### src/design/pfvs_consts.vh
// Constants for the page FIFO and video serializer block
`ifndef PFVS_CONSTS_VH
`define PFVS_CONSTS_VH
`define PFVS_BLOCK_MAX        10'h200
`define PFVS_LINE_BYTES       9'h12c
`define PFVS_FIFO_DEPTH       32
`define PFVS_FIFO_AW          5
`define PFVS_CLK_HZ           10000000
`define PFVS_PEAK_BPS         558000
`define PFVS_BYTE_CYC         (`PFVS_CLK_HZ / `PFVS_PEAK_BPS)
`define PFVS_SHIFT_DIV        4'h2
`define PFVS_ROP_OR           2'h0
`define PFVS_ROP_XOR          2'h1
`define PFVS_ROP_COPY         2'h2
`define PFVS_ROP_CLEAR        2'h3
`define PFVS_SRC_HOST         1'b0
`define PFVS_SRC_LINE         1'b1
`endif

### src/design/pfvs_fifo.v
// Synchronous FIFO with valid/ready on both sides
`include "pfvs_consts.vh"
`default_nettype none
module pfvs_fifo #(
  parameter WIDTH = 8,
  parameter DEPTH = `PFVS_FIFO_DEPTH,
  parameter AW    = `PFVS_FIFO_AW
) (
  // Clock and reset
  input  wire             i_clk,
  input  wire             i_rst,
  // Fill side
  input  wire             i_in_valid,
  output wire             o_in_ready,
  input  wire [WIDTH-1:0] i_in_data,
  // Drain side
  output wire             o_out_valid,
  input  wire             i_out_ready,
  output wire [WIDTH-1:0] o_out_data,
  // Status
  output wire [AW:0]      o_level
);
  reg  [WIDTH-1:0] mem [0:DEPTH-1];
  reg  [AW-1:0]    wr_ptr;
  reg  [AW-1:0]    rd_ptr;
  reg  [AW:0]      count;
  wire             push;
  wire             pop;

  ////////////////////////////////////////////////////////////////////////////
  // Handshake terms; full and empty come straight from the count
  assign o_in_ready  = (count != DEPTH[AW:0]);
  assign o_out_valid = (count != {(AW+1){1'b0}});
  assign push        = i_in_valid & o_in_ready;
  assign pop         = o_out_valid & i_out_ready;
  assign o_out_data  = mem[rd_ptr];
  assign o_level     = count;

  // Pointers and occupancy
  always @(posedge i_clk or posedge i_rst) begin
    if (i_rst) begin
      wr_ptr <= {AW{1'b0}};
      rd_ptr <= {AW{1'b0}};
      count  <= {(AW+1){1'b0}};
    end else begin
      if (push)
        wr_ptr <= wr_ptr + 1'b1;
      if (pop)
        rd_ptr <= rd_ptr + 1'b1;
      if (push & ~pop)
        count <= count + 1'b1;
      else if (pop & ~push)
        count <= count - 1'b1;
    end
  end

  // Storage has no reset; only written entries are ever read
  always @(posedge i_clk) begin
    if (push)
      mem[wr_ptr] <= i_in_data;
  end
endmodule // pfvs_fifo
`default_nettype wire

### src/design/pfvs_top.v
// Page FIFO, frame-buffer raster write path and video serializer
// Operation
// - Host blocks are at most 512 bytes
// - Mover writes host bytes into FIFO directly
// - Mover accepts a loaded byte count first
// - Mover moves exactly count bytes, then stops
// - Mover sustains up to 558 KB per second
// - Drain FIFO into frame buffer at address
// - Frame write applies OR, XOR, copy, clear
// - Print request only after whole page built
// - First scan line bytes fill the FIFO before output
// - Scan line is about 300 bytes
// - Serialize only after engine signals ready
// - Refill FIFO with next line after last
// - Output is serial dot bit stream
// - Video logic generates the shift clock
`include "pfvs_consts.vh"
`default_nettype none
module pfvs_top #(
  parameter AW         = 20,
  parameter DEPTH      = `PFVS_FIFO_DEPTH,
  parameter FAW        = `PFVS_FIFO_AW,
  parameter LINE_BYTES = `PFVS_LINE_BYTES
) (
  // Clock and reset
  input  wire          i_clk,
  input  wire          i_rst,
  // Processor side: counted mover setup
  input  wire          i_cnt_load,
  input  wire [9:0]    i_cnt_value,
  output reg           o_mover_busy,
  output reg           o_cnt_error,
  // Bus controller byte port (same clock domain)
  input  wire          i_host_valid,
  output wire          o_host_ready,
  input  wire [7:0]    i_host_data,
  // Processor side: raster command
  input  wire          i_rop_start,
  input  wire [AW-1:0] i_rop_addr,
  input  wire [1:0]    i_rop_op,
  input  wire          i_page_done,
  output reg           o_rop_busy,
  // Frame buffer read-modify-write port
  output reg           o_fb_rd,
  output reg           o_fb_wr,
  output reg  [AW-1:0] o_fb_addr,
  output reg  [7:0]    o_fb_wdata,
  input  wire [7:0]    i_fb_rdata,
  input  wire          i_fb_rvalid,
  // Scan line reload
  input  wire          i_line_valid,
  output wire          o_line_ready,
  input  wire [7:0]    i_line_data,
  output reg           o_line_request,
  output reg  [8:0]    o_line_index,
  // Engine control board link
  input  wire          i_engine_ready,
  output reg           o_print_request,
  output reg           o_video_data,
  output reg           o_shift_clk,
  output reg           o_line_sent
);
  ////////////////////////////////////////////////////////////////////////////
  // Declarations
  localparam M_IDLE = 2'h0;
  localparam M_RUN  = 2'h1;
  localparam M_WAIT = 2'h2;
  localparam R_IDLE = 2'h0;
  localparam R_READ = 2'h1;
  localparam R_WAIT = 2'h2;
  localparam R_WRITE = 2'h3;
  localparam V_IDLE = 2'h0;
  localparam V_LOAD = 2'h1;
  localparam V_SHIFT = 2'h2;
  localparam integer PACE_I = ((`PFVS_BYTE_CYC) > 0) ? (`PFVS_BYTE_CYC) : 1;
  localparam [7:0] PACE = PACE_I[7:0];

  reg  [1:0]  mstate;
  reg  [9:0]  remain;
  reg  [7:0]  pace;
  reg  [1:0]  rstate;
  reg  [1:0]  rop;
  reg  [7:0]  rop_byte;
  reg         page_built;
  reg         printing;
  reg  [1:0]  vstate;
  reg  [7:0]  shreg;
  reg  [2:0]  bitn;
  reg  [3:0]  div;
  reg  [8:0]  vcount;
  reg  [8:0]  load_count;
  reg         rdy_s1;
  reg         rdy_s2;
  reg  [7:0]  next_fb;
  wire        fifo_in_valid;
  wire        fifo_in_ready;
  wire [7:0]  fifo_in_data;
  wire        fifo_out_valid;
  wire        fifo_out_ready;
  wire [7:0]  fifo_out_data;
  wire        mover_take;
  wire        line_take;

  ////////////////////////////////////////////////////////////////////////////
  // Shared FIFO; its source switches from host bytes to scan lines at print
  assign mover_take    = (mstate == M_RUN) & (pace == 8'h00) & i_host_valid & fifo_in_ready;
  assign o_host_ready  = (mstate == M_RUN) & (pace == 8'h00) & fifo_in_ready;
  assign line_take     = printing & (load_count != LINE_BYTES[8:0]) & i_line_valid & fifo_in_ready;
  assign o_line_ready  = printing & (load_count != LINE_BYTES[8:0]) & fifo_in_ready;
  assign fifo_in_valid = printing ? line_take : mover_take;
  assign fifo_in_data  = printing ? i_line_data : i_host_data;
  // A new raster command holds off the drain so no byte is popped and dropped
  assign fifo_out_ready = printing ? (vstate == V_LOAD) : (rstate == R_IDLE && o_rop_busy && !i_rop_start);

  pfvs_fifo #(
    .WIDTH (8),
    .DEPTH (DEPTH),
    .AW    (FAW)
  ) u_fifo (
    .i_clk       (i_clk),
    .i_rst       (i_rst),
    .i_in_valid  (fifo_in_valid),
    .o_in_ready  (fifo_in_ready),
    .i_in_data   (fifo_in_data),
    .o_out_valid (fifo_out_valid),
    .i_out_ready (fifo_out_ready),
    .o_out_data  (fifo_out_data),
    .o_level     ()
  );

  ////////////////////////////////////////////////////////////////////////////
  // Counted mover: load a count, then move that many bytes unattended
  always @(posedge i_clk or posedge i_rst) begin
    if (i_rst) begin
      mstate       <= M_IDLE;
      remain       <= 10'h000;
      pace         <= 8'h00;
      o_mover_busy <= 1'b0;
      o_cnt_error  <= 1'b0;
    end else begin
      if (pace != 8'h00)
        pace <= pace - 8'h01;
      case (mstate)
        M_IDLE: begin
          if (i_cnt_load && !printing) begin
            // Oversized or empty blocks are refused rather than truncated
            if (i_cnt_value == 10'h000 || i_cnt_value > `PFVS_BLOCK_MAX) begin
              o_cnt_error <= 1'b1;
            end else begin
              remain       <= i_cnt_value;
              o_cnt_error  <= 1'b0;
              o_mover_busy <= 1'b1;
              mstate       <= M_RUN;
            end
          end
        end
        M_RUN: begin
          if (mover_take) begin
            pace   <= PACE - 8'h01;
            remain <= remain - 10'h001;
            if (remain == 10'h001) begin
              mstate <= M_WAIT;
            end
          end
        end
        M_WAIT: begin
          o_mover_busy <= 1'b0;
          mstate       <= M_IDLE;
        end
        default: mstate <= M_IDLE;
      endcase
    end
  end

  ////////////////////////////////////////////////////////////////////////////
  // Combine operation on the old frame-buffer byte
  always @* begin
    case (rop)
      `PFVS_ROP_OR:    next_fb = i_fb_rdata | rop_byte;
      `PFVS_ROP_XOR:   next_fb = i_fb_rdata ^ rop_byte;
      `PFVS_ROP_COPY:  next_fb = rop_byte;
      `PFVS_ROP_CLEAR: next_fb = i_fb_rdata & ~rop_byte;
      default:         next_fb = rop_byte;
    endcase
  end

  // Raster writer: drains FIFO bytes to consecutive frame addresses
  always @(posedge i_clk or posedge i_rst) begin
    if (i_rst) begin
      rstate     <= R_IDLE;
      rop        <= `PFVS_ROP_COPY;
      rop_byte   <= 8'h00;
      o_rop_busy <= 1'b0;
      o_fb_rd    <= 1'b0;
      o_fb_wr    <= 1'b0;
      o_fb_addr  <= {AW{1'b0}};
      o_fb_wdata <= 8'h00;
    end else begin
      o_fb_rd <= 1'b0;
      o_fb_wr <= 1'b0;
      case (rstate)
        R_IDLE: begin
          if (i_rop_start && !printing) begin
            o_rop_busy <= 1'b1;
            rop        <= i_rop_op;
            o_fb_addr  <= i_rop_addr;
          end else if (o_rop_busy && fifo_out_valid) begin
            rop_byte <= fifo_out_data;
            o_fb_rd  <= 1'b1;
            rstate   <= R_WAIT;
          end else if (o_rop_busy && !o_mover_busy && !fifo_out_valid) begin
            o_rop_busy <= 1'b0; // Block drained
          end
        end
        R_WAIT: begin
          // Old byte is only valid with its strobe, so combine and write now
          if (i_fb_rvalid) begin
            o_fb_wr    <= 1'b1;
            o_fb_wdata <= next_fb;
            rstate     <= R_WRITE;
          end
        end
        R_WRITE: begin
          o_fb_addr <= o_fb_addr + 1'b1; // Write is on the port this cycle
          rstate    <= R_IDLE;
        end
        R_READ: begin
          rstate <= R_IDLE;
        end
        default: rstate <= R_IDLE;
      endcase
    end
  end

  ////////////////////////////////////////////////////////////////////////////
  // Page state and scan-line reload; print is refused until page is built
  always @(posedge i_clk or posedge i_rst) begin
    if (i_rst) begin
      page_built      <= 1'b0;
      printing        <= 1'b0;
      o_print_request <= 1'b0;
      o_line_request  <= 1'b0;
      o_line_index    <= 9'h000;
      load_count      <= 9'h000;
    end else begin
      o_line_request <= 1'b0;
      if (i_page_done && !o_mover_busy && !o_rop_busy && !printing) begin
        page_built     <= 1'b1;
        printing       <= 1'b1;
        o_line_index   <= 9'h000;
        load_count     <= 9'h000;
        o_line_request <= 1'b1;
      end
      if (line_take)
        load_count <= load_count + 9'h001;
      // Request engine once the whole first line is loaded or the FIFO fills, whichever comes first
      if (printing && page_built && (load_count == LINE_BYTES[8:0] || !fifo_in_ready))
        o_print_request <= 1'b1;
      if (o_line_sent) begin
        load_count     <= 9'h000;
        o_line_index   <= o_line_index + 9'h001;
        o_line_request <= 1'b1;
      end
      if (i_page_done && printing && o_line_sent) begin
        printing        <= 1'b0;
        page_built      <= 1'b0;
        o_print_request <= 1'b0;
        o_line_request  <= 1'b0;
      end
    end
  end

  ////////////////////////////////////////////////////////////////////////////
  // Engine ready arrives from the engine board, so it is synchronised
  always @(posedge i_clk or posedge i_rst) begin
    if (i_rst) begin
      rdy_s1 <= 1'b0;
      rdy_s2 <= 1'b0;
    end else begin
      rdy_s1 <= i_engine_ready;
      rdy_s2 <= rdy_s1;
    end
  end

  // Video control: FIFO byte to shift register, shifted MSB first
  always @(posedge i_clk or posedge i_rst) begin
    if (i_rst) begin
      vstate       <= V_IDLE;
      shreg        <= 8'h00;
      bitn         <= 3'h0;
      div          <= 4'h0;
      vcount       <= 9'h000;
      o_video_data <= 1'b0;
      o_shift_clk  <= 1'b0;
      o_line_sent  <= 1'b0;
    end else begin
      o_line_sent <= 1'b0;
      case (vstate)
        V_IDLE: begin
          o_shift_clk <= 1'b0;
          if (o_print_request && rdy_s2 && fifo_out_valid)
            vstate <= V_LOAD;
        end
        V_LOAD: begin
          // Stalls here if the processor reload falls behind the engine
          if (fifo_out_valid) begin
            shreg  <= fifo_out_data;
            bitn   <= 3'h0;
            div    <= 4'h0;
            vstate <= V_SHIFT;
          end
        end
        V_SHIFT: begin
          div <= div + 4'h1;
          if (div == 4'h0) begin
            o_video_data <= shreg[7];
            o_shift_clk  <= 1'b0;
          end else if (div == `PFVS_SHIFT_DIV - 4'h1) begin
            o_shift_clk <= 1'b1;
          end else if (div == `PFVS_SHIFT_DIV + `PFVS_SHIFT_DIV - 4'h1) begin
            o_shift_clk <= 1'b0;
            div         <= 4'h0;
            shreg       <= {shreg[6:0], 1'b0};
            bitn        <= bitn + 3'h1;
            if (bitn == 3'h7) begin
              if (vcount == LINE_BYTES[8:0] - 9'h001) begin
                vcount      <= 9'h000;
                o_line_sent <= 1'b1;
                vstate      <= V_IDLE;
              end else begin
                vcount <= vcount + 9'h001;
                vstate <= V_LOAD;
              end
            end
          end
        end
        default: vstate <= V_IDLE;
      endcase
    end
  end
endmodule // pfvs_top
`default_nettype wire

### config.mk
export PLATFORM = sky130hd
export DESIGN_NAME = pfvs_top
export DESIGN_NICKNAME = d
export VERILOG_FILES = /design/src/design/pfvs_fifo.v /design/src/design/pfvs_top.v
export VERILOG_INCLUDE_DIRS = /design/src /design/src/design
export SDC_FILE = /design/constraint.sdc
export NUM_CORES = 1
export LEC_CHECK = 0
export BUFFER_PORTS_ARGS = -buffer_cell sky130_fd_sc_hd__buf_2
export CAP_MARGIN = 40
export CORE_ASPECT_RATIO = 0.9
export CORE_MARGIN = 2
export CORE_UTILIZATION = 63
export CTS_BUF_LIST = sky130_fd_sc_hd__clkbuf_8
export CTS_CLUSTER_DIAMETER = 150
export CTS_CLUSTER_SIZE = 40
export DETAILED_ROUTE_END_ITERATION = 8
export HOLD_SLACK_MARGIN = 0.15
export PLACE_DENSITY = 0.82
export SKIP_LAST_GASP = 1
export SLEW_MARGIN = 15
export SYNTH_ARGS = -nofsm -noshare
export SYNTH_HDL_FRONTEND = slang
export SYNTH_HIERARCHICAL = 1
export SYNTH_SLANG_ARGS = --single-unit
### constraint.sdc
create_clock -name i_clk -period 3.6 [get_ports i_clk]
set_clock_uncertainty 0.05 [all_clocks]
set_input_delay 0.18 -clock i_clk [delete_from_list [all_inputs] [get_ports i_clk]]
set_output_delay 0.18 -clock i_clk [all_outputs]
set_load 0.005 [all_outputs]
==> out/summary.txt <==
outcome = completed
worst-margin pin slew = 0.887 ns
Peak VDD IR = 0.280 mV
CP max-delay cell = nor2_1
vias in the first global route = 10900
Worst-Skew Late Latency = 0.58 ns
IO Port Bufs = 113
Clk pwr share = 0.134
die area = 28700 um^2
first-pass GRT wire length = 57.2 mm
flops & latches, synth = 389
Fillers = 1698
Bufs on Longest Clock Path = 3
critical path's largest stage delay = 0.71 ns
H-tree depth = 1
I/O pins = 114
Post-Syn Instances = 1235
starting density of the core = 0.640
Synth Area in Adders = 0.0309
clk sinks = 389
GRT overflow = 0
r2r worst-path depth = 9
r2r startpoint = pace[0]$_DFF_PP0_
Setup crit start = pace[0]$_DFF_PP0_
Crit path arrival time = 3.53 ns
max-cap violation count = 0
register area share after synthesis = 0.638
Synth Flop Type = edfxtp_1
Netlist cell types = 75
cell taking the most area after synthesis = edfxtp_1
syn avg cell area = 14.0 um^2
area post-placement = 18300 um^2
Max-slew headroom = 0.408
CP delay by family, top = simple AND/OR/NAND/NOR gates
total CTS buffers = 13
Via density = 6.25
Tcrit/Tclk final = 0.938
Die W = 178 um
CP Capture Point = u_fifo/mem[18][1]$_DFFE_PP_
final hold vios = 0
Synth top area share = 0.445
Worst path depth = 9
Final Instance Area = 19100 um^2
Routed WL = 36.2 mm
critical path, cell by cell = inv_1 > ha_1 > nor3b_1 > nand3_1 > o21ai_0 > o31a_1 > buf_4 > nand2_1 > nor2_1
synthesized area = 17300 um^2
Comb pwr share = 0.352
Post-Synth Simple-Gate Area = 0.0950
gr usage total = 0.253
Post-Syn Nets = 1342
Final Net Count = 1516
RD Place Congestion = 0.856
Synth warnings = 6
WL/cell = 20.4 um
CP Max Fanout = 9
P&R area growth vs syn = 10.7%
part of the power in registers = 0.514
Internal = 7.51 mW
CTS Root Cell = clkbuf_8
synth top area cells = edfxtp_1 (45%), dfrtp_1 (19%), mux4_2 (5.7%), ha_1 (3.0%), nand2_1 (2.5%)
Die Y = 161 um
Pleak = 7.28 nW
placed wire-length estimate = 24.3 mm
num rows = 57
worst reg2reg endpoint = u_fifo/mem[18][1]$_DFFE_PP_
ys async rst share = 0.342
Net Sw Power = 4.04 mW
Clock Pin Slew Worst Setup and Hold Paths = 0.23 ns
Iter 0 DRT Violations = 1138
post-route minimum period = 3.38 ns
layout cells sized above 1 = 0.188
complex-gate fraction of the synthesized area = 0.0868
r2r setup slk = 0.22 ns
Setup crit end kind = register
main combinational cell family by area after synthesis = multiplexers
worst hold path type = in2async
drt pass-1 iters = 5
CORE AREA = 27000 um^2
post-synthesis mux area share = 0.108
CP Class = reg2reg
Post-synth EDFFs = 256
Via Count = 11100
post-route setup TNS = 0 ns
Critical Path Start Type = register
FMAX = 0.296 GHz
switching part of the total = 0.350
power per cell area = 604 nW/um^2
RSZ-0062 raised after global routing = false
Post-Synth XOR/XNOR Area = 0.0122
count leader, synth = edfxtp_1
Final ANT Viol Nets = 0
Worst Path Required = 3.76 ns
DRC = 0
largest net degree at the start of global routing = 65
Bufs and invs on worst path = 2
CTS tree = built
initial antenna violation count = 1
Final Max Slew Viols = 0
final setup vio count = 0
most frequent cells after synthesis = edfxtp_1 (256), dfrtp_1 (132), nand2_1 (117)
[tightest hold or removal path, delay by kind of cell]
family	cells	cell delay (ns)
buf+inv	3	1.16
[per-stage QoR]
| stage | worst slack (ns) | hold slack (ns) | util | power, mW | cells |
|---|---|---|---|---|---|
| after CTS | 0.0231 | 0.172 | 0.707 | 11.5 | 1762 |
| after global routing | 0.0225 | 0.156 | 0.709 | 12.2 | 1769 |
| final | 0.224 | 0.178 | 0.709 | 11.6 | 1770 |
| after detailed placement | 0.0783 | 0.242 | 0.680 | 9.99 | 1692 |
| after global placement | 0.317 | 0.239 | 0.680 | 9.79 | 1691 |
| after floorplan | 0.271 | 0.0437 | - | 8.84 | 1235 |
[per-layer routing]
metal,GRT usage,share of wire
met1,0.358,0.41
met2,0.429,0.50
met3,0.0304,0.065
met4,0.0591,0.019
met5,0,0
[sequential cells by signal (all words and copies together), names as in the netlist, 4 cells and up]
register,count
shreg,8
u_fifo/mem,256
o_fb_addr,20
vcount,9
div,4
rop_byte,8
u_fifo/wr_ptr,5
o_fb_wdata,8
load_count,9
o_line_index,9
pace,8
u_fifo/rd_ptr,5
u_fifo/o_level,6
remain,10
[layout make-up]
type | count | area, um^2 | share of cell area
Antenna cell | 1 | 2.50 | 0.000131
Clock buffer | 13 | 179 | 0.00936
Clock inverter | 8 | 42.5 | 0.00223
Inverter | 59 | 224 | 0.0117
Multi-Input combinational cell | 734 | 5770 | 0.302
Sequential cell | 389 | 11000 | 0.576
Tap cell | 354 | 443 | 0.0232
Timing Repair Buffer | 212 | 1430 | 0.0749
[kinds of logic after synthesis]
logic type / Yosys count
compound gates: 216
xor+xnor: 24
fa+ha+maj: 42
buf+inv: 112
flops: 389
mux: 110
simple gates: 342
[worst min path at each step]
stage / startpoint / endpoint / depth (start not counted)
2_1_floorplan: i_rst / u_fifo/o_level[0]$_DFFE_PP0P_ / 1
5_1_grt: i_engine_ready / rdy_s1$_DFF_PP0_ / 2
3_3_place_gp: i_engine_ready / rdy_s1$_DFF_PP0_ / 1
3_5_place_dp: i_engine_ready / rdy_s1$_DFF_PP0_ / 1
4_1_cts: i_rst / u_fifo/o_level[5]$_DFFE_PP0P_ / 3
6_report: i_rst / u_fifo/o_level[4]$_DFFE_PP0P_ / 3
[layout by cell type, fill, tap and decap left out, drive strengths merged, types with 49 or more instances in the layout]
cell type,instances
buf,163
dfrtp,132
nand2,118
dlygate4sd3,49
o21ai,61
inv,65
edfxtp,256
nor2,82
mux4,56
[power groups by stage]
stage	logic [mW]	registers (mW)	clock network, mW
floorplan	3.14	5.70	0
global placement	3.82	5.97	0
detailed placement	3.98	6.01	0
CTS	4.04	5.91	1.59
global route	4.47	6.03	1.74
finish	4.07	5.94	1.55
[timing repair]
item	CTS	global route
setup endpoints to repair	0	63
setup buffers	0	6
hold endpoints to repair	139	0
gates resized for setup	0	5
hold buffers	49	0
No activity file was read; power rests on OpenSTA's default activity.
